$ cat src/hw/wcc_pkg.sv
package wcc_pkg;

    // ----------------------------------------
    // register byte offsets
    // ----------------------------------------
    localparam logic [7:0]  ADDR_CTRL_A  = 8'h00;
    localparam logic [7:0]  ADDR_CTRL_B  = 8'h04;
    localparam logic [7:0]  ADDR_CNT_LO  = 8'h08;
    localparam logic [7:0]  ADDR_CNT_HI  = 8'h0C;
    localparam logic [7:0]  ADDR_CAP_LO  = 8'h10;
    localparam logic [7:0]  ADDR_CAP_HI  = 8'h14;
    localparam logic [7:0]  ADDR_FLAGS   = 8'h18;
    localparam logic [7:0]  ADDR_IRQ_EN  = 8'h1C;
    localparam logic [7:0]  ADDR_CMP     = 8'h20;
    localparam logic [7:0]  ADDR_NONE    = 8'hFC;

    // ----------------------------------------
    // field positions and reset values
    // ----------------------------------------
    localparam int          CB_TICK_LO   = 0;
    localparam int          CB_WGM_LO    = 3;
    localparam int          CB_EDGE      = 6;
    localparam int          CB_FILT      = 7;
    localparam int          FL_OVF       = 0;
    localparam int          FL_CAP       = 1;
    localparam int          CMP_SEL      = 0;
    localparam logic [7:0]  CTRL_RST     = 8'h00;

    // ----------------------------------------
    // counter limits and divider
    // ----------------------------------------
    localparam logic [15:0] CNT_BOTTOM   = 16'h0000;
    localparam logic [15:0] CNT_MAX      = 16'hFFFF;
    localparam logic [15:0] TOP_8BIT     = 16'h00FF;
    localparam logic [15:0] TOP_9BIT     = 16'h01FF;
    localparam logic [15:0] TOP_10BIT    = 16'h03FF;
    localparam int          DIV_W        = 10;
    localparam logic [9:0]  DIV8_MASK    = 10'h007;
    localparam logic [9:0]  DIV64_MASK   = 10'h03F;
    localparam logic [9:0]  DIV256_MASK  = 10'h0FF;
    localparam logic [9:0]  DIV1024_MASK = 10'h3FF;
    localparam int          FILT_SAMPLES = 4;

    // ----------------------------------------
    // tick sources and waveform modes
    // ----------------------------------------
    typedef enum logic [2:0] {
        TS_STOP = 3'h0, TS_DIV1 = 3'h1, TS_DIV8 = 3'h2,
        TS_DIV64 = 3'h3, TS_DIV256 = 3'h4, TS_DIV1024 = 3'h5,
        TS_PIN_FALL = 3'h6, TS_PIN_RISE = 3'h7
    } wcc_tick_t;

    typedef enum logic [3:0] {
        M_NORMAL = 4'h0, M_PC8 = 4'h1, M_PC9 = 4'h2,
        M_PC10 = 4'h3, M_CTC_A = 4'h4, M_FAST8 = 4'h5,
        M_FAST9 = 4'h6, M_FAST10 = 4'h7, M_PFC_I = 4'h8,
        M_PFC_A = 4'h9, M_PC_I = 4'hA, M_PC_A = 4'hB,
        M_CTC_I = 4'hC, M_RSVD = 4'hD, M_FAST_I = 4'hE,
        M_FAST_A = 4'hF
    } wcc_mode_t;

    typedef struct packed {
        logic enable;
        logic filter_en;
        logic rising;
    } wcc_cap_cfg_t;

endpackage

$ cat src/hw/wcc_capture.sv
`timescale 1ns/1ps
`default_nettype none
module wcc_capture (
    // clock and reset
    input  wire logic                  hclk,
    input  wire logic                  hresetn,
    // configuration and trigger
    input  wire wcc_pkg::wcc_cap_cfg_t cfg,
    input  wire logic                  src_in,
    // event out
    output logic                       event_out
);
    import wcc_pkg::*;

    typedef struct packed {
        logic       s0;
        logic [2:0] sh;
        logic       filt;
        logic       lvl;
        logic       evt;
    } wcc_cap_st_t;

    wcc_cap_st_t r_reg;
    wcc_cap_st_t r_next;
    logic [FILT_SAMPLES-1:0] win;
    logic                    lvl_in;

    // ----------------------------------------
    // filter and edge detector
    // ----------------------------------------
    always_comb begin
        r_next = r_reg;
        r_next.s0 = src_in;
        r_next.sh = {r_reg.sh[1:0], r_reg.s0};
        win = {r_reg.sh, r_reg.s0};
        if (win == '0 || win == '1) begin
            r_next.filt = r_reg.s0;
        end
        lvl_in = cfg.filter_en ? r_reg.filt : r_reg.s0;
        r_next.lvl = lvl_in;
        r_next.evt = cfg.enable && (lvl_in != r_reg.lvl)
                     && (lvl_in == cfg.rising);
    end

    always_ff @(posedge hclk or negedge hresetn) begin
        if (!hresetn) begin
            r_reg <= '0;
        end else begin
            r_reg <= r_next;
        end
    end

    assign event_out = r_reg.evt;

endmodule
`default_nettype wire

$ cat src/hw/wcc_timer.sv
// Decided for this implementation: the AHB-Lite slave port and the register addresses.
`timescale 1ns/1ps
`default_nettype none
module wcc_timer #(
    parameter bit HAS_COMPARATOR = 1'b1
) (
    // clock and reset
    input  wire logic        hclk,
    input  wire logic        hresetn,
    // ahb-lite slave
    input  wire logic        hsel,
    input  wire logic [31:0] haddr,
    input  wire logic [1:0]  htrans,
    input  wire logic        hwrite,
    input  wire logic [2:0]  hsize,
    input  wire logic        hready,
    input  wire logic [31:0] hwdata,
    output logic      [31:0] hrdata,
    output logic             hreadyout,
    output logic             hresp,
    // timer inputs
    input  wire logic        tick_pin,
    input  wire logic        capture_pin,
    input  wire logic        comparator_output,
    input  wire logic        capture_irq_ack,
    // status and requests
    output logic             capture_irq,
    output logic             overflow_irq,
    output logic             count_at_bottom,
    output logic             count_at_max
);
    import wcc_pkg::*;

    typedef struct packed {
        logic        rdy, resp, pend, pwr;
        logic [31:0] rdata;
        logic [7:0]  paddr, control_a, control_b, temp;
        logic        cmp_sel, down, overflow_flag, capture_flag;
        logic [1:0]  irq_en;
        logic [15:0] count_value, capture_register;
        logic [9:0]  div;
        logic        tick_prev, at_bot, at_max, cap_irq, ovf_irq;
    } wcc_state_t;

    localparam wcc_state_t ST_RESET = '{
        rdy: 1'b1, at_bot: 1'b1, default: '0};

    wcc_state_t   st_reg;
    wcc_state_t   st_next;
    wcc_mode_t    mode;
    logic [15:0]  top;
    wcc_cap_cfg_t cap_cfg;
    logic         tick, ovf_evt, cap_evt, accept, icr_mode, cap_src;

    // ----------------------------------------
    // mode decoding
    // ----------------------------------------
    function automatic logic uses_icr_top(input wcc_mode_t m);
        return m inside {M_PFC_I, M_PC_I, M_CTC_I, M_FAST_I};
    endfunction
    function automatic logic dual_slope(input wcc_mode_t m);
        return (m inside {M_PC8, M_PC9, M_PC10, M_PFC_I,
                          M_PFC_A, M_PC_I, M_PC_A});
    endfunction
    function automatic logic fast_pwm(input wcc_mode_t m);
        return (m inside {M_FAST8, M_FAST9, M_FAST10,
                          M_FAST_I, M_FAST_A});
    endfunction
    // no compare registers here, so their top falls back to max
    function automatic logic [15:0] mode_top(
        input wcc_mode_t   m,
        input logic [15:0] icr);
        case (m)
            M_PC8, M_FAST8:   return TOP_8BIT;
            M_PC9, M_FAST9:   return TOP_9BIT;
            M_PC10, M_FAST10: return TOP_10BIT;
            M_PFC_I, M_PC_I, M_CTC_I, M_FAST_I: return icr;
            default:          return CNT_MAX;
        endcase
    endfunction
    function automatic logic tick_hit(
        input logic [2:0] sel,
        input logic [9:0] div,
        input logic       pin,
        input logic       prev);
        case (sel)
            TS_STOP:     return 1'b0;
            TS_DIV1:     return 1'b1;
            TS_DIV8:     return (div & DIV8_MASK) == '0;
            TS_DIV64:    return (div & DIV64_MASK) == '0;
            TS_DIV256:   return (div & DIV256_MASK) == '0;
            TS_DIV1024:  return (div & DIV1024_MASK) == '0;
            TS_PIN_FALL: return prev && !pin;
            default:     return !prev && pin;
        endcase
    endfunction

    // ----------------------------------------
    // capture front end
    // ----------------------------------------
    // comparator as trigger
    // capture pin otherwise; an edge of the polarity set by CB_EDGE on the source triggers
    assign cap_src = (HAS_COMPARATOR && st_reg.cmp_sel)
                     ? comparator_output : capture_pin;
    assign icr_mode = uses_icr_top(mode);
    assign cap_cfg = '{enable: !icr_mode,
                       filter_en: st_reg.control_b[CB_FILT],
                       rising: st_reg.control_b[CB_EDGE]};

    wcc_capture u_capture (
        .hclk      (hclk),
        .hresetn   (hresetn),
        .cfg       (cap_cfg),
        .src_in    (cap_src),
        .event_out (cap_evt)
    );

    // ----------------------------------------
    // next state
    // ----------------------------------------
    always_comb begin
        st_next = st_reg;
        // mode split over a and b
        mode = wcc_mode_t'({st_reg.control_b[CB_WGM_LO+:2],
                            st_reg.control_a[1:0]});
        top = mode_top(mode, st_reg.capture_register);
        accept = hsel && hready && htrans[1];
        ovf_evt = 1'b0;
        st_next.div = st_reg.div + 10'h001;
        st_next.tick_prev = tick_pin;
        tick = tick_hit(st_reg.control_b[CB_TICK_LO+:3],
                        st_reg.div, tick_pin, st_reg.tick_prev);

        if (tick) begin
            if (dual_slope(mode)) begin
                if (!st_reg.down) begin
                    if (st_reg.count_value >= top) begin
                        st_next.down = 1'b1;
                        st_next.count_value = st_reg.count_value - 16'h0001;
                    end else begin
                        st_next.count_value = st_reg.count_value + 16'h0001;
                    end
                end else if (st_reg.count_value == CNT_BOTTOM) begin
                    st_next.down = 1'b0;
                    st_next.count_value = 16'h0001;
                    ovf_evt = 1'b1;
                end else begin
                    st_next.count_value = st_reg.count_value - 16'h0001;
                end
            end else begin
                st_next.down = 1'b0;
                if (st_reg.count_value == top) begin
                    st_next.count_value = CNT_BOTTOM;
                end else begin
                    st_next.count_value = st_reg.count_value + 16'h0001;
                end
                // fast at top, others at max
                ovf_evt = fast_pwm(mode)
                    ? (st_reg.count_value == top)
                    : (st_reg.count_value == CNT_MAX);
            end
        end

        // bus: one wait state, then read data or write done
        if (st_reg.pend) begin
            st_next.pend = 1'b0;
            st_next.rdy = 1'b1;
            if (st_reg.pwr) begin
                case (st_reg.paddr)
                    ADDR_CTRL_A: st_next.control_a = hwdata[7:0];
                    ADDR_CTRL_B: st_next.control_b = hwdata[7:0];
                    ADDR_CNT_HI, ADDR_CAP_HI: begin
                        st_next.temp = hwdata[7:0];
                    end
                    ADDR_CNT_LO: begin
                        st_next.count_value =
                            {st_reg.temp, hwdata[7:0]};
                    end
                    ADDR_CAP_LO: begin
                        if (icr_mode) begin
                            st_next.capture_register =
                                {st_reg.temp, hwdata[7:0]};
                        end
                    end
                    ADDR_FLAGS: begin
                        if (hwdata[FL_OVF]) begin
                            st_next.overflow_flag = 1'b0;
                        end
                        if (hwdata[FL_CAP]) begin
                            st_next.capture_flag = 1'b0;
                        end
                    end
                    ADDR_IRQ_EN: st_next.irq_en = hwdata[1:0];
                    ADDR_CMP: st_next.cmp_sel = hwdata[CMP_SEL];
                    default: ;
                endcase
            end else begin
                st_next.rdata = '0;
                case (st_reg.paddr)
                    ADDR_CTRL_A: st_next.rdata[7:0] = st_reg.control_a;
                    ADDR_CTRL_B: st_next.rdata[7:0] = st_reg.control_b;
                    ADDR_CNT_LO: begin
                        st_next.rdata[7:0] = st_reg.count_value[7:0];
                        st_next.temp = st_reg.count_value[15:8];
                    end
                    ADDR_CAP_LO: begin
                        st_next.rdata[7:0] =
                            st_reg.capture_register[7:0];
                        st_next.temp =
                            st_reg.capture_register[15:8];
                    end
                    ADDR_CNT_HI, ADDR_CAP_HI: begin
                        st_next.rdata[7:0] = st_reg.temp;
                    end
                    ADDR_FLAGS: begin
                        st_next.rdata[FL_OVF] = st_reg.overflow_flag;
                        st_next.rdata[FL_CAP] = st_reg.capture_flag;
                    end
                    ADDR_IRQ_EN: st_next.rdata[1:0] = st_reg.irq_en;
                    ADDR_CMP: st_next.rdata[CMP_SEL] = st_reg.cmp_sel;
                    default: ;
                endcase
            end
        end else if (accept) begin
            st_next.pend = 1'b1;
            st_next.rdy = 1'b0;
            st_next.pwr = hwrite;
            st_next.paddr = (haddr[31:8] == 24'h0000_00)
                            ? haddr[7:0] : ADDR_NONE;
        end

        // ack clears, set still wins below
        if (capture_irq_ack) begin
            st_next.capture_flag = 1'b0;
        end
        if (cap_evt) begin
            st_next.capture_register = st_reg.count_value;
            st_next.capture_flag = 1'b1;
        end
        if (ovf_evt) begin
            st_next.overflow_flag = 1'b1;
        end
        st_next.cap_irq = st_next.capture_flag && st_next.irq_en[FL_CAP];
        st_next.ovf_irq = st_next.overflow_flag && st_next.irq_en[FL_OVF];
        st_next.at_bot = st_next.count_value == CNT_BOTTOM;
        st_next.at_max = st_next.count_value == CNT_MAX;
    end

    always_ff @(posedge hclk or negedge hresetn) begin
        if (!hresetn) begin
            st_reg <= ST_RESET;
        end else begin
            st_reg <= st_next;
        end
    end

    // ----------------------------------------
    // outputs
    // ----------------------------------------
    assign hrdata = st_reg.rdata;
    assign hreadyout = st_reg.rdy;
    assign hresp = st_reg.resp;
    assign capture_irq = st_reg.cap_irq;
    assign overflow_irq = st_reg.ovf_irq;
    assign count_at_bottom = st_reg.at_bot;
    assign count_at_max = st_reg.at_max;
endmodule
`default_nettype wire

$ cat config.mk
export PLATFORM = sky130hd
export DESIGN_NAME = wcc_timer
export DESIGN_NICKNAME = d
export VERILOG_FILES = /design/src/hw/wcc_pkg.sv /design/src/hw/wcc_capture.sv /design/src/hw/wcc_timer.sv
export SDC_FILE = /design/constraint.sdc
export NUM_CORES = 1
export LEC_CHECK = 0
export ABC_AREA = 1
export BUFFER_PORTS_ARGS = -buffer_cell sky130_fd_sc_hd__buf_2
export CORE_MARGIN = 1
export CORE_UTILIZATION = 52
export CTS_CLUSTER_DIAMETER = 40
export DETAILED_ROUTE_END_ITERATION = 6
export PLACE_DENSITY_LB_ADDON = 0.15
export SLEW_MARGIN = 5
export SYNTH_ARGS = -nofsm -noshare
export SYNTH_HDL_FRONTEND = slang
export SYNTH_SLANG_ARGS = --single-unit
$ cat constraint.sdc
create_clock -name hclk -period 3 [get_ports hclk]
set_input_delay 0.15 -clock hclk [delete_from_list [all_inputs] [get_ports hclk]]
set_output_delay 0.15 -clock hclk [all_outputs]
set_load 0.01 [all_outputs]
==> results.sh <==
export IMPL_start_util_pct=53.2
export IMPL_cts_root_buf="clkbuf_16"
export IMPL_ys_flop_type="dfrtp_1"
export IMPL_track_usage_pct=28.7
export IMPL_fin_area_sq_um=8070
export IMPL_cp_slowest_stage_delay_ns=0.46
export IMPL_crit_required_ns=3.29
export IMPL_multi_input_area_sq_um=3780
export IMPL_worst_ep_arrival_time_ns=3.28
export IMPL_drt_initial_drc_count=575
export IMPL_finalMaxSlewViolations=0
export IMPL_seq_area_frac_synth_pct=36.6
export IMPL_critical_path_class="reg -> reg"
export IMPL_setup_viol=0
export IMPL_synthToLayoutAreaGrowth_pct=14.5
export IMPL_vias=6461
export IMPL_insertion_delay_ns=0.35
export IMPL_ant_nets=0
export IMPL_core_sq_um=13200
export IMPL_fin_crit_sh_pct=99.5
export IMPL_antenna_found_initial=0
export IMPL_ios=116
export IMPL_cts_sinks=103
export IMPL_viasPerCell=5.36
export IMPL_drive_gt1_share_pct=21.7
export IMPL_p_per_area_nw_per_um2=646
export IMPL_postCtsSetupBuffers=0
export IMPL_avgSynthCellArea_sq_um=7.48
export IMPL_crit_slowest_cell="dfrtp_2"
export IMPL_synthArstFlopShare_pct=100
export IMPL_fin_skew_ns=0.00811
export IMPL_cts_clk_slew_worst_paths_ns=0.07
export IMPL_r2r_start="mode[0]"
export IMPL_wl_per_cell_um=15.8
export IMPL_rsz0062_at_grt="true"
export IMPL_dr_pass1_iters=5
export IMPL_ir_worst_vdd_uv=310
export IMPL_clock_path_buffers=2
export IMPL_die_w_um=118
export IMPL_cp_start_kind="flop"
export IMPL_cp_max_fo=6
export IMPL_slew_headroom_pct=40.5
export IMPL_drt_total_wl_mm=19.1
export IMPL_crit_top_cell="nand2_1"
export IMPL_status="complete, no violations"
export IMPL_syn_area_sq_um=7050
export IMPL_drc=0
export IMPL_grt_pass1_wl_mm=31.1
export IMPL_p_total_w=0.00521
export IMPL_regArea_sq_um=2580
export IMPL_grt_max_degree=69
export IMPL_synthCells=942
export IMPL_die_y_um=118
export IMPL_maxCapViolCount=0
export IMPL_ys_types=54
export IMPL_largest_reg_flops=77
export IMPL_cts_tree="done"
export IMPL_min_path_type="in -> reg"
export IMPL_dieArea_sq_um=14000
export IMPL_final_hold_viol_count=0
export IMPL_n_antenna_cell=0
export IMPL_gp_congestion=0.919
export IMPL_fin_nets=1123
export IMPL_fill_cells=1283
export IMPL_hpwl_mm=14.6
export IMPL_rows=42
export IMPL_numCtsBuffers=9
export IMPL_worstSetupEndpointType="flop"
export IMPL_max_clock_freq_mhz=335
export IMPL_synth_edff_count=0
export IMPL_power_leakage_nw=4.32
export IMPL_ys_ff_latch=103
export IMPL_grt_pass1_vias=6041
export IMPL_port_buffers=62
export IMPL_tightest_slew_ns=0.893
export IMPL_yosysWarningCount=0
export IMPL_critPathLaunch="mode[0]"
export IMPL_htreeDepth=3
export IMPL_overflow=0
export IMPL_min_period_ns=2.98
export IMPL_post_dp_cell_area_sq_um=7580
export IMPL_hp_start="capture_irq_ack"
export IMPL_crit_chain="nor2_2 > nor2_1 > nand2_2 > and3_4 > a21oi_2 > ha_1 > nand2_2 > a21oi_2 > nor2_1 > nand2_1 > nor2_4 > nand3_2 > buf_2 > nand2_1 > nand3_2 > nand2_1 > nand2_2 > a21oi_2 > nand3_1 > nor2_2 > nand2_1 > nor2_2"
synth_stat cells (2+ instances only):
cell type,number,area (sq um)
a21o_1,2,15.0
o21ai_1,3,15.0
o2111ai_1,3,26.3
inv_2,14,52.6
nor3_2,2,20.0
nand3_1,50,250
a221oi_1,4,35.0
nor2_1,79,297
ha_1,20,250
xor2_1,28,245
o21ai_0,72,360
nand4_1,10,62.6
nor3_1,7,35.0
nor4_1,8,50.1
nor2_2,10,62.6
nand2_1,235,882
o22ai_1,4,25.0
nand3b_1,3,22.5
buf_6,7,78.8
buf_4,35,263
nand2_4,2,22.5
a21oi_4,2,32.5
buf_2,9,45.0
nand2_2,8,50.1
a21oi_1,34,170
dfrtp_1,101,2530
inv_1,101,379
o221ai_1,18,158
nor3_4,2,32.5
clkbuf_1,12,45.0
a21oi_2,6,52.6
o31ai_1,2,15.0
buf_1,2,7.51
dfstp_2,2,52.6
o211ai_1,15,113
nand3_2,8,80.1
nor2_8,2,40.0
nor2_4,2,22.5
o21a_1,2,15.0
clkinv_1,2,7.51
placed cells by master (no fill, tap or decap), types with 3 or more instances in the layout:
cell	count
o211ai_1	15
nor3_1	7
dlygate4sd3_1	5
inv_2	15
nor2_1	69
o2111ai_1	3
nand3b_1	3
nor4_1	8
ha_1	20
buf_4	41
o22ai_1	4
buf_2	63
nor2_4	5
buf_6	3
nor2_2	17
clkbuf_16	9
o21ai_0	71
conb_1	25
o221ai_1	18
a21oi_1	30
nand2_2	23
a221oi_1	4
nand2_1	220
o21ai_1	4
nand3_1	48
nand3_2	10
nand4_1	10
xor2_1	28
dfrtp_1	100
a21oi_2	10
inv_1	100
cells by family (layout without fill, tap and decap cells):
group                      count (synthesis)  after routing  synth area share, %
other                                      1             25               0.0532
DFF                                      103            103                 36.6
and+or+nand+nor                          434            434                 28.3
adders and majority gates                 20             20                 3.55
AOI/OAI and AO/OA                        172            172                 15.4
xor gates and xnor gates                  29             29                 3.60
buffers and inverters                    183            247                 12.5
timing repair:
action | in CTS | in global routing
pin swaps | 1 | 18
hold endpoints to repair | 68 | 0
resized for setup | 11 | 31
hold buffers | 5 | 0
endpoints found under the setup margin | 2 | 5
gates cloned | 1 | 1
stage by stage:
stage / setup TNS (ns) / instances / utilization [%] / hold slack (ns) / setup WS [ns]
after global placement: -0.0406 / 1183 / 57.2 / 0.290 / -0.0234
after global routing: -0.467 / 1206 / 60.9 / 0.00528 / -0.242
final: 0 / 1206 / 60.9 / 0.0137 / 0.0162
after detailed placement: -0.142 / 1183 / 57.2 / 0.294 / -0.0757
after CTS: 0 / 1205 / 60.2 / 0.00583 / 0.00605
after floorplan: 0 / 966 / - / -0.146 / 0.0650
cell type report:
class                           count  area share [%]
Clock buffer                       10            2.96
Timing Repair Buffer              113            9.01
Tap cell                          176            2.73
Inverter                          118            5.50
Sequential cell                   103            32.0
Clock inverter                      6           0.930
Multi-Input combinational cell    680            46.9
per-layer routing:
layer | GRT usage, % | share of wire, % | wire (um)
met4 | 9.41 | 2.3 | 430
met3 | 4.97 | 7.1 | 1360
met2 | 45.2 | 45 | 8520
met1 | 40.0 | 46 | 8770
met5 | 0 | 0 | 0
worst max-delay path: cells and delay by family (launching register included):
kind,cells,cell delay (ns)
AOI/OAI and AO/OA,3,0.23
adders and majority gates,1,0.32
buffers and inverters,1,0.19
DFF,1,0.46
and+or+nand+nor,17,1.73
final timing paths:
| path | end | depth (start not counted) | slack (ns) |
|---|---|---|---|
| worst min-delay path | st_reg[49] | 2 | 0.01 |
| min in group asynchronous | st_reg[7] | 2 | 0.46 |
| worst max-delay path | count_at_max | 22 | 0.02 |
| worst max register to register | count_at_max | 22 | 0.02 |
| worst min register to register | u_capture.r_reg[5] | 0 | 0.41 |
| max in group asynchronous | hreadyout | 3 | 1.69 |
report_power, final:
| part | internal (W) | switching [W] | leakage, nW | total (W) |
|---|---|---|---|---|
| logic | 0.000736 | 0.00128 | 2.95 | 0.00202 |
| clock network | 0.000684 | 0.000554 | 0.152 | 0.00124 |
| registers | 0.00168 | 0.000271 | 1.22 | 0.00195 |
Power figures use the tool's default switching activity.
